### src/core/can_rx_consts.vh
// Constants for the CAN receive buffer status and identifier block
`ifndef CAN_RX_CONSTS_VH
`define CAN_RX_CONSTS_VH
// APB byte addresses
`define OFS_BUF0_CTRL 5'h00
`define OFS_BUF1_CTRL 5'h04
`define OFS_B0_ID_HI 5'h08
`define OFS_B0_ID_LO 5'h0c
`define OFS_B1_ID_HI 5'h10
`define OFS_B1_ID_LO 5'h14
`define OFS_FUNC_MODE 5'h18
`define OFS_INT_REQ 5'h1c
// Control register fields
`define CTL_FULL 7
`define CTL_MODE_HI 6
`define CTL_MODE_LO 5
`define CTL_DBEN 2
// Functional mode and interrupt flag bit positions
`define FM_ENH 0
`define INT_BUF0 0
`define INT_BUF1 1
// Legacy receive mode codes
`define RXM_ALL 2'h3
`define RXM_EXT 2'h2
`define RXM_STD 2'h1
`define RXM_FILT 2'h0
// Filter hit boundary between buffers and code width
`define HIT_W 5
`define HIT_BUF1_FIRST 5'h02
// Reset values
`define RST_MODE 1'h0
`define RST_HIT 5'h00
`define RST_ID 29'h0000000
`define RST_WORD 32'h00000000
`define RST_PAIR 2'h0
`endif

### src/core/can_rx_accept.v
// Acceptance decision for one receive buffer
`timescale 1ns/1ps
module can_rx_accept (
  // Mode selection
  input wire enh_mode,
  input wire mode_hi,
  input wire mode_lo,
  // Frame attributes from the protocol engine
  input wire frame_err,
  input wire frame_ext,
  input wire filt_match,
  input wire filt_ext_sel,
  // Decision
  output reg accept
);
`include "can_rx_consts.vh"

  // Legacy uses two mode bits, enhanced only the upper one
  always @* begin
    accept = 1'b0;
    if (enh_mode) begin
      accept = mode_hi | (!frame_err & filt_match);
    end else begin
      case ({mode_hi, mode_lo})
        `RXM_ALL: accept = 1'b1;
        `RXM_EXT: accept = !frame_err & frame_ext & filt_match & filt_ext_sel;
        `RXM_STD: accept = !frame_err & !frame_ext & filt_match & !filt_ext_sel;
        `RXM_FILT: accept = !frame_err & filt_match & (filt_ext_sel == frame_ext);
        default: accept = 1'b0;
      endcase
    end
  end
endmodule // can_rx_accept

### src/core/can_rx_buffer_status_id.v
// Status, control and identifier holding for the two CAN receive buffers
// Operation
// Full flag set on store, software clears
// Full buffer never takes a new message
// Buffer 0 interrupt flag re-sets while full
// Legacy mode 11 accepts everything, errors too
// Legacy mode 10 valid extended, filter select one
// Legacy mode 01 valid standard, filter select zero
// Legacy mode 00 valid frames per filter select
// Enhanced single mode bit: all or filtered
// Remote request bit: legacy 3, enhanced 5
// Unimplemented bits read as zero
// Double buffering spills buffer 0 into 1
// Jump offset bit mirrors double-buffer enable
// Legacy buffer 0 one-bit filter hit
// Enhanced five-bit filter hit index per buffer
// Legacy buffer 1 three-bit filter hit code
// Identifier high byte: standard or extended bits
// Identifier low byte identifier bit placement
// Low byte bit 4 mirrors remote for standard
// Low byte bit 3 marks extended frames
// Control layout follows selected functional mode
`timescale 1ns/1ps
module can_rx_buffer_status_id (
  // Clock and reset
  input wire clk,
  input wire reset_n,
  // APB slave
  input wire psel,
  input wire penable,
  input wire pwrite,
  input wire [31:0] paddr,
  input wire [31:0] pwdata,
  output wire pready,
  output reg [31:0] prdata,
  output reg pslverr,
  // Received frame from the protocol engine, same clock
  input wire rx_valid,
  input wire [28:0] rx_ident,
  input wire rx_ext,
  input wire rx_rtr,
  input wire rx_err,
  input wire rx_filter_match,
  input wire [4:0] rx_filter_hit,
  input wire rx_filter_ext_sel,
  // Load report
  output reg rx_stored,
  output reg rx_stored_buf,
  // Buffer state for the rest of the module
  output wire buf0_full,
  output wire buf1_full,
  output wire rx0_int_flag
);
`include "can_rx_consts.vh"

  // Configuration and per-buffer state
  reg enh_mode_reg;
  reg dben_reg;
  reg [1:0] mode_hi_reg;
  reg [1:0] mode_lo_reg;
  reg [1:0] full_reg;
  reg [1:0] rtr_reg;
  reg [1:0] ext_reg;
  reg [4:0] hit_reg [0:1];
  reg [28:0] id_reg [0:1];
  reg [1:0] int_reg;
  reg [1:0] full_next;
  reg [1:0] int_next;
  reg [1:0] load;
  reg [4:0] load_hit [0:1];
  reg [31:0] rdata_next;
  reg err_next;
  wire [1:0] acc;
  wire wr_en;
  wire rd_setup;
  wire to_buf0;
  wire sel_ctrl0;
  wire sel_ctrl1;
  wire sel_id0_hi;
  wire sel_id0_lo;
  wire sel_id1_hi;
  wire sel_id1_lo;
  wire sel_mode;
  wire sel_int;
  wire wr_ctrl0;
  wire wr_ctrl1;
  wire wr_mode;
  wire wr_int;
  integer i;
  integer j;
  genvar g;

  // Register a word select: low address bits match, all upper bits zero
  function hit_addr;
    input [31:0] addr;
    input [4:0] ofs;
    begin
      hit_addr = (addr[4:0] == ofs) && (addr[31:5] == 27'h0);
    end
  endfunction

  // Control byte in the layout of the active functional mode
  function [7:0] ctrl_view;
    input enh;
    input b1;
    input full;
    input mhi;
    input mlo;
    input rtr;
    input dben;
    input [4:0] hit;
    begin
      if (enh) begin
        // Enhanced: remote flag moves up, five hit bits
        ctrl_view = {full, mhi, rtr, hit};
      end else if (!b1) begin
        // Legacy buffer 0: enable and its read-only copy
        ctrl_view = {full, mhi, mlo, 1'b0, rtr, dben, dben, hit[0]};
      end else begin
        // Legacy buffer 1: three-bit hit code
        ctrl_view = {full, mhi, mlo, 1'b0, rtr, hit[2:0]};
      end
    end
  endfunction

  // Identifier high byte
  function [7:0] id_hi_view;
    input ext;
    input [28:0] id;
    begin
      id_hi_view = ext ? id[28:21] : id[10:3];
    end
  endfunction

  // Identifier low byte; bit 2 unimplemented
  function [7:0] id_lo_view;
    input ext;
    input rtr;
    input [28:0] id;
    begin
      id_lo_view = {(ext ? id[20:18] : id[2:0]),
                    (ext ? 1'b0 : rtr),
                    ext,
                    1'b0,
                    (ext ? id[17:16] : 2'b00)};
    end
  endfunction

  // Zero wait state; read data is latched in the setup cycle
  assign pready = 1'b1;
  assign wr_en = psel & penable & pwrite;
  assign rd_setup = psel & !penable;
  assign buf0_full = full_reg[0];
  assign buf1_full = full_reg[1];
  assign rx0_int_flag = int_reg[0];

  // Word selects, one compare per register for reads and writes
  assign sel_ctrl0 = hit_addr(paddr, `OFS_BUF0_CTRL);
  assign sel_ctrl1 = hit_addr(paddr, `OFS_BUF1_CTRL);
  assign sel_id0_hi = hit_addr(paddr, `OFS_B0_ID_HI);
  assign sel_id0_lo = hit_addr(paddr, `OFS_B0_ID_LO);
  assign sel_id1_hi = hit_addr(paddr, `OFS_B1_ID_HI);
  assign sel_id1_lo = hit_addr(paddr, `OFS_B1_ID_LO);
  assign sel_mode = hit_addr(paddr, `OFS_FUNC_MODE);
  assign sel_int = hit_addr(paddr, `OFS_INT_REQ);

  // Write strobes; only the access phase commits a write
  assign wr_ctrl0 = wr_en & sel_ctrl0;
  assign wr_ctrl1 = wr_en & sel_ctrl1;
  assign wr_mode = wr_en & sel_mode;
  assign wr_int = wr_en & sel_int;

  // Filters below the boundary feed buffer 0, the rest buffer 1
  assign to_buf0 = rx_filter_hit < `HIT_BUF1_FIRST;

  // One acceptance check per buffer, each under its own mode bits
  generate
    for (g = 0; g < 2; g = g + 1) begin : gen_acc
      can_rx_accept u_accept (
        .enh_mode(enh_mode_reg),
        .mode_hi(mode_hi_reg[g]),
        .mode_lo(mode_lo_reg[g]),
        .frame_err(rx_err),
        .frame_ext(rx_ext),
        .filt_match(rx_filter_match),
        .filt_ext_sel(rx_filter_ext_sel),
        .accept(acc[g])
      );
    end
  endgenerate

  // Load steering; an occupied buffer is skipped, never overwritten
  always @* begin
    load = 2'h0;
    load_hit[0] = rx_filter_hit;
    load_hit[1] = rx_filter_hit;
    if (rx_valid) begin
      if (to_buf0) begin
        if (acc[0] && !full_reg[0]) begin
          load[0] = 1'b1;
        end else if (acc[0] && !enh_mode_reg && dben_reg && !full_reg[1]) begin
          // Spill only in the legacy layout and into an empty buffer 1
          load[1] = 1'b1;
        end
      end else if (acc[1] && !full_reg[1]) begin
        load[1] = 1'b1;
      end
    end
    // Legacy hit codes keep only the documented width
    if (!enh_mode_reg) begin
      load_hit[0] = {4'h0, rx_filter_hit[0]};
      load_hit[1] = {2'h0, rx_filter_hit[2:0]};
    end
  end

  // Full and interrupt flags; the hardware set wins over a clear
  always @* begin
    full_next = full_reg;
    int_next = int_reg;
    // Software may only clear; a one in the full bit changes nothing
    if (wr_ctrl0 && !pwdata[`CTL_FULL]) begin
      full_next[0] = 1'b0;
    end
    if (wr_ctrl1 && !pwdata[`CTL_FULL]) begin
      full_next[1] = 1'b0;
    end
    if (wr_int) begin
      // Write zero clears; the buffer 0 flag stays up while buffer 0 is still full
      int_next[0] = int_reg[0] & (pwdata[`INT_BUF0] | full_reg[0]);
      int_next[1] = int_reg[1] & pwdata[`INT_BUF1];
    end
    // Last, so a store in the clearing cycle is never lost
    for (i = 0; i < 2; i = i + 1) begin
      if (load[i]) begin
        full_next[i] = 1'b1;
        int_next[i] = 1'b1;
      end
    end
  end

  // Full and interrupt flag registers
  always @(posedge clk or negedge reset_n) begin
    if (!reset_n) begin
      full_reg <= `RST_PAIR;
      int_reg <= `RST_PAIR;
    end else begin
      full_reg <= full_next;
      int_reg <= int_next;
    end
  end

  // Configuration registers, written by software only
  always @(posedge clk or negedge reset_n) begin
    if (!reset_n) begin
      enh_mode_reg <= `RST_MODE;
      dben_reg <= `RST_MODE;
      mode_hi_reg <= `RST_PAIR;
      mode_lo_reg <= `RST_PAIR;
    end else begin
      if (wr_mode) begin
        enh_mode_reg <= pwdata[`FM_ENH];
      end
      if (wr_ctrl0) begin
        mode_hi_reg[0] <= pwdata[`CTL_MODE_HI];
        // Bit 5 and bit 2 are status bits in the enhanced layout
        if (!enh_mode_reg) begin
          mode_lo_reg[0] <= pwdata[`CTL_MODE_LO];
          dben_reg <= pwdata[`CTL_DBEN];
        end
      end
      if (wr_ctrl1) begin
        mode_hi_reg[1] <= pwdata[`CTL_MODE_HI];
        if (!enh_mode_reg) begin
          mode_lo_reg[1] <= pwdata[`CTL_MODE_LO];
        end
      end
    end
  end

  // Captured message attributes, only written on a load
  always @(posedge clk or negedge reset_n) begin
    if (!reset_n) begin
      rtr_reg <= `RST_PAIR;
      ext_reg <= `RST_PAIR;
      for (j = 0; j < 2; j = j + 1) begin
        hit_reg[j] <= `RST_HIT;
        id_reg[j] <= `RST_ID;
      end
    end else begin
      // Identifier kept whole; the byte views are cut at read time
      for (j = 0; j < 2; j = j + 1) begin
        if (load[j]) begin
          rtr_reg[j] <= rx_rtr;
          ext_reg[j] <= rx_ext;
          hit_reg[j] <= load_hit[j];
          id_reg[j] <= rx_ident;
        end
      end
    end
  end

  // Load report toward the protocol engine
  always @(posedge clk or negedge reset_n) begin
    if (!reset_n) begin
      rx_stored <= 1'b0;
      rx_stored_buf <= 1'b0;
    end else begin
      rx_stored <= |load;
      rx_stored_buf <= load[1];
    end
  end

  // Read mux; unmapped addresses answer zero with an error
  always @* begin
    rdata_next = `RST_WORD;
    err_next = 1'b0;
    if (sel_ctrl0) begin
      rdata_next[7:0] = ctrl_view(enh_mode_reg, 1'b0, full_reg[0], mode_hi_reg[0],
                                  mode_lo_reg[0], rtr_reg[0], dben_reg, hit_reg[0]);
    end else if (sel_ctrl1) begin
      rdata_next[7:0] = ctrl_view(enh_mode_reg, 1'b1, full_reg[1], mode_hi_reg[1],
                                  mode_lo_reg[1], rtr_reg[1], dben_reg, hit_reg[1]);
    end else if (sel_id0_hi) begin
      rdata_next[7:0] = id_hi_view(ext_reg[0], id_reg[0]);
    end else if (sel_id0_lo) begin
      rdata_next[7:0] = id_lo_view(ext_reg[0], rtr_reg[0], id_reg[0]);
    end else if (sel_id1_hi) begin
      rdata_next[7:0] = id_hi_view(ext_reg[1], id_reg[1]);
    end else if (sel_id1_lo) begin
      rdata_next[7:0] = id_lo_view(ext_reg[1], rtr_reg[1], id_reg[1]);
    end else if (sel_mode) begin
      rdata_next[`FM_ENH] = enh_mode_reg;
    end else if (sel_int) begin
      rdata_next[1:0] = int_reg;
    end else begin
      err_next = 1'b1;
    end
  end

  // Data captured in setup so the access phase needs no wait state;
  // a load landing in that same cycle shows on the next read only
  always @(posedge clk or negedge reset_n) begin
    if (!reset_n) begin
      prdata <= `RST_WORD;
      pslverr <= 1'b0;
    end else if (rd_setup) begin
      prdata <= pwrite ? `RST_WORD : rdata_next;
      pslverr <= err_next;
    end
  end
endmodule // can_rx_buffer_status_id

### config.mk
export PLATFORM = sky130hd
export DESIGN_NAME = can_rx_buffer_status_id
export DESIGN_NICKNAME = d
export VERILOG_FILES = /design/src/core/can_rx_accept.v /design/src/core/can_rx_buffer_status_id.v
export VERILOG_INCLUDE_DIRS = /design/src /design/src/core
export SDC_FILE = /design/constraint.sdc
export NUM_CORES = 1
export LEC_CHECK = 0
export BUFFER_PORTS_ARGS = -buffer_cell sky130_fd_sc_hd__buf_2
export CELL_PAD_IN_SITES_DETAIL_PLACEMENT = 1
export CELL_PAD_IN_SITES_GLOBAL_PLACEMENT = 1
export CORE_UTILIZATION = 42
export CTS_CLUSTER_SIZE = 20
export DETAILED_ROUTE_END_ITERATION = 10
export GPL_TIMING_DRIVEN = 0
export PLACE_DENSITY = 0.89
export SLEW_MARGIN = 0
export SYNTH_ARGS = -nofsm -noshare
export SYNTH_HDL_FRONTEND = slang
export SYNTH_SLANG_ARGS = --single-unit
### constraint.sdc
create_clock -name clk -period 3.3 [get_ports clk]
set_input_delay 0.165 -clock clk [delete_from_list [all_inputs] [get_ports clk]]
set_output_delay 0.165 -clock clk [all_outputs]
set_load 0.01 [all_outputs]
# Word level (Yosys, flattened, before mapping)
# Cells that the tools add are included.
# op_classes
div,0
mux,48
n_shift,0
bitwise,21
add_sub_neg,0
n_mul,0
eq_ne,14
n_reduce_logical,34
order_cmp,1
# ops
cell,count
$mux W8,8
$logic_not A27 Y1,1
$mux W1,26
$eq A5 B5 Y1 const B,4
$mux W6,3
$and A1 B1 Y1,17
$logic_and A1 B1 Y1,15
$mux W2,6
$eq A5 B4 Y1 const B,2
$mux W10,1
$eq A2 B2 Y1 const B,4
$logic_not A1 Y1,8
$pmux W1 S4,2
$reduce_bool A2 Y1,4
$mux W3,2
$eq A5 B3 Y1 const B,1
$logic_not A5 Y1,1
$lt A5 B2 Y1 const B,1
$eq A2 B1 Y1 const B,2
$logic_not A2 Y1,2
$reduce_and A2 Y1,2
$or A1 B1 Y1,3
$reduce_or A2 Y1,1
$eq A1 B1 Y1,1
$not A1 Y1,1
# totals
regBits,117
mem_count,0
elab_cells,140
ram_bits,0
output_inout_bits,39
rom_bits,0
latch_bits,0

# Longest topological paths before layout
# logic_depth
word_depth,14
mapped_depth,7

# Modules after synthesis
# Synthesis repeated with hierarchy kept, for this count alone.
# hier_totals
hier_cells,387
hier_area_um2,4434.3
# modules_own_cells
module,area_per_inst_um2,seq_area_each_um2,instances,cells_per_inst
can_rx_buffer_status_id,4366.7,2077.0,1,375
can_rx_accept,33.8,0.0,2,6

# Worst setup path before layout
# OpenSTA, ideal clock, no wires.
# synth_timing
path_kind,flip-flop to flip-flop
startpoint,register enh_mode_reg
endpoint,register hit_reg[2] (netlist name)
t_required_ns,3.175
path_buffers,2
setup_time_ns,0.125
t_arrival_ns,1.852
setup_slack_ns,1.323
path_stages_with_launch,7
synth_period_minus_slack_ns,1.977
cell_sequence,dfrtp_1 -> clkbuf_1 -> o21a_1 -> a221o_1 -> a32oi_2 -> buf_6 -> mux2_2
# synth_via
elab_chain_len,8
word_cells_on_any_way,13
classes_between,7 x mux; 6 x reduce/logical
# synth_lines
element,line,source
from (decl),can_rx_buffer_status_id.v:57,reg enh_mode_reg;
from (signal assigned),can_rx_buffer_status_id.v:255,enh_mode_reg <= `RST_MODE;
from (signal assigned),can_rx_buffer_status_id.v:261,enh_mode_reg <= pwdata[`FM_ENH];
$mux W1 / $logic_not A1 Y1 (equally long branches),--,
$logic_and A1 B1 Y1 (3 in a row),can_rx_buffer_status_id.v:201,end else if (acc[0] && !enh_mode_reg && dben_reg && !full_reg[1]) begin
$mux W1,can_rx_buffer_status_id.v:201,
$mux W1,can_rx_buffer_status_id.v:199,if (acc[0] && !full_reg[0]) begin
$mux W1 *,can_rx_buffer_status_id.v:198,if (to_buf0) begin
$mux W2 *,can_rx_buffer_status_id.v:197,if (rx_valid) begin
"to (signal, indexed assignment)",can_rx_buffer_status_id.v:286,hit_reg[j] <= `RST_HIT;
"to (signal, indexed assignment)",can_rx_buffer_status_id.v:295,hit_reg[j] <= load_hit[j];
to (decl),can_rx_buffer_status_id.v:64,reg [4:0] hit_reg [0:1];
# Mark *: on every way between the ends. The rest lies on a longest branch, timed or not.
# A chain may end at the register's enable or synchronous reset.

# Worst setup path in the final report
# layout_timing
startpoint,register enh_mode_reg
endpoint,register id_reg[19] (netlist name)
# layout_via
elab_chain_len,8
word_cells_on_any_way,13
classes_between,7 x mux; 6 x reduce/logical
# layout_lines
element,line,source
$mux W1 / $logic_not A1 Y1 (equally long branches),--,
$logic_and A1 B1 Y1 (3 in a row),can_rx_buffer_status_id.v:201,
$mux W1,can_rx_buffer_status_id.v:201,
$mux W1,can_rx_buffer_status_id.v:199,
$mux W1 *,can_rx_buffer_status_id.v:198,
$mux W2 *,can_rx_buffer_status_id.v:197,
"to (signal, indexed assignment)",can_rx_buffer_status_id.v:287,id_reg[j] <= `RST_ID;
"to (signal, indexed assignment)",can_rx_buffer_status_id.v:296,id_reg[j] <= rx_ident;
to (decl),can_rx_buffer_status_id.v:65,reg [28:0] id_reg [0:1];
# Marked as above.

==> results by group <==
Critical path
  • Startpoint types: flip-flop
  • R2R Path Start: enh_mode_reg$_DFFE_PN0P_
  • R2R depth: 6
  • Worst path arrival time: 2.73 ns
  • Biggest fanout along the worst timing path: 10
  • CP delay by family, top: compound AO/OA/AOI/OAI gates
  • CP Buf/Inv Count: 2
  • FF-to-FF End: id_reg[19]$_DFFE_PN0P_
  • Slowest library cell on the worst path: a32oi_2
  • CP Launch Point: enh_mode_reg$_DFFE_PN0P_
  • Crit end category: flip-flop
  • CP Cell Sequence: clkbuf_1, o21a_1, a221o_1, a32oi_2, buf_6, mux2_2
  • FF-to-FF setup slack: 0.83 ns
  • Crit-path max cell delay: 0.62 ns
  • Worst Path Required: 3.56 ns
  • Setup CP Type: reg2reg

Synth
  • Warnings, synthesis: 0
  • Prevailing post-synth register cell: dfrtp_1
  • Netlist cell types: 55
  • Ranking of synthesized cells by area: dfrtp_1 47%, mux2_2 17%, buf_4 4.8%, mux2i_1 2.3%, mux4_2 2.1%
  • Register bit total from synthesis: 83
  • Post-synth EDFFs: 0
  • Avg Synthesized Cell Area: 11.80 µm²
  • Post-Syn Area: 4379 µm²
  • Synth top area share: 0.4743
  • Post-synth ARST share: 1.000
  • Area leader, netlist: dfrtp_1
  • Sequential element share of the synthesized area: 0.4743
  • Gate Count Post-Synth: 371

Clocking
  • Clk_lat worst skew: 0.37 ns
  • TritonCTS clock tree: done
  • Clk sinks: 83
  • CTS HTree Levels: 3
  • Clock slew at reported path FFs: 0.09 ns
  • Clock buffer depth: 2
  • Num CTS Buffers: 9
  • Root buf cell: clkbuf_8

STA
  • Max Slew Vio Count: 0
  • Min Hold Slack: 0.03075 ns
  • Setup slack after layout: 0.8283 ns
  • Final TNS setup: 0 ns
  • Worst slew margin: 0.1187
  • Top achievable clock speed: 404.6 MHz
  • Final worst-path cycle share: 0.7490
  • Slew @ Worst Pin: 1.310 ns
  • Final setup fails: 0
  • Final Skew: 0.009816 ns
  • RSZ-0062 raised after global routing: no
  • Post-route minimum period: 2.472 ns
  • Hold Fails Final Rpt: 0

Final layout
  • Nets@finish: 607
  • Area growth syn-to-layout: 21.26%
  • Antenna Cells: 0
  • Number of flip-flops in the largest register: 48
  • Layout cells sized above 1: 0.4493
  • Most frequent cells in the layout: 93 x buf_2, 83 x dfrtp_1, 67 x mux2_2
  • Post-Layout Cell Count: 636
  • Commonest non-fill, non-tap cell in the layout: buf_2

Min path
  • Worst Hold Path EP: hit_reg[5]$_DFFE_PN0P_
  • Hold depth: 2
  • Hold path startpoint: rx_filter_hit[0]
  • Min-Delay Path Class: in2reg

Run status
  • Outcome: complete, no violations

Detailed routing
  • Avg Vias per Cell: 5.525
  • Final ANT Viol Nets: 0
  • Routed wire per std cell: 19.85 µm
  • Routed via count: 3514
  • Drt total wl: 12.62 mm
  • DRC: 0
  • DRT iter0 DRCs: 164
  • DRT Pass-1 Iters: 4

Placed design
  • Buffers on Ports: 91
  • Routability Congestion: 0.9203
  • Placed Cells: 619
  • Dpl hpwl: 9.670 mm
  • Dpl ws: 0.8683 ns

Global route
  • Vias in the first global route: 3756
  • Gr ovfl total: 0
  • First-pass GRT wire length: 20.37 mm
  • Initial antenna violation count: 0
  • Gr usage total: 0.2467
  • Largest net degree at the start of global routing: 64

Power and ir drop
  • Power Total: 2.531 mW
  • Worst VDD drop: 0.0003503 V
  • Lkg Pwr: 2.548 nW
  • Pwr/cell area: 476.6 nW/µm²

Die
  • IO Pins: 148
  • Die area: 10840 µm²
  • Width of the chip: 104.1 µm
  • Initial cell density of the core: 0.4399
  • Die Y-Extent: 104.1 µm
  • FP Rows: 36
  • Core area: 9955 µm²

Run
  • Max cap viols: 0
## synthesized netlist by cell type, drive strengths merged (5+ instances only)
library cell and count:
clkbuf 12, nand2b 5, a22o 5, nor2 6, nand2 24, inv 6
o21ai 11, mux2i 10, a21oi 7, mux2 68, nor2b 9, or3 5
buf 35, dfrtp 83, nor3 7, nor4 11
## worst reg2reg max path: stages (launching register included)
cell,delay [ns]
dfrtp_1,0.38
clkbuf_1,0.27
o21a_1,0.19
a221o_1,0.26
a32oi_2,0.62
buf_6,0.28
mux2_2,0.36
## area by class of cell
class | instances | area (µm²)
tap | 133 | 166.4
clock inverter | 7 | 58.81
buffer | 47 | 315.3
clock buffer | 9 | 123.9
timing repair buffer | 93 | 495.5
multi-input combinational | 258 | 2051
sequential | 83 | 2077
inverter | 6 | 22.52
fill | 1145 | 4644
## cells by family (layout without fill, tap and decap cells)
group | after synthesis | after routing | synth area share
simple gates | 91 | 91 | 0.1223
flops | 83 | 83 | 0.4743
mux | 82 | 82 | 0.2183
compound gates | 60 | 60 | 0.1063
buf+inv | 53 | 162 | 0.07714
other cells | 2 | 25 | 0.001715
## layer usage
metal	vias up	GRT usage	wire length [µm]
li1	1569	-	-
met1	1751	0.2933	5069
met2	166	0.4238	6342
met3	28	0.06892	884
met4	0	0.09286	325
met5	-	0	0
## worst max path at each step
stage / endpoint / slack, ns / depth (start not counted)
finish: id_reg[19]$_DFFE_PN0P_ / 0.83 / 6
global placement: ext_reg[1]$_DFFE_PN0P_ / 0.89 / 6
floorplan: hit_reg[2]$_DFFE_PN0P_ / 1.32 / 6
global route: hit_reg[2]$_DFFE_PN0P_ / 0.73 / 6
CTS: id_reg[19]$_DFFE_PN0P_ / 0.85 / 6
detailed placement: id_reg[21]$_DFFE_PN0P_ / 0.87 / 6
## metrics by stage
| stage | utilization | cell area [µm²] |
|---|---|---|
| finish | 0.5334 | 5310 |
| CTS | 0.5334 | 5310 |
| global route | 0.5334 | 5310 |
| global placement | 0.5111 | 5087 |
| floorplan | - | 4466 |
| detailed placement | 0.5141 | 5117 |
## repair_timing
| item | CTS | global route |
|---|---|---|
| hold endpoints to repair | 20 | 0 |
| hold buffers | 1 | 0 |
| gates resized for setup | 0 | 0 |
| buffers inserted | 0 | 0 |
## power by group
group	total (mW)	internal (mW)	switching, mW
Combinational	0.514	0.278	0.236
Clock	0.699	0.286	0.413
Sequential	1.32	1.19	0.125
Total	2.53	1.76	0.774
Note: power is estimated with default switching activity, not from simulation.
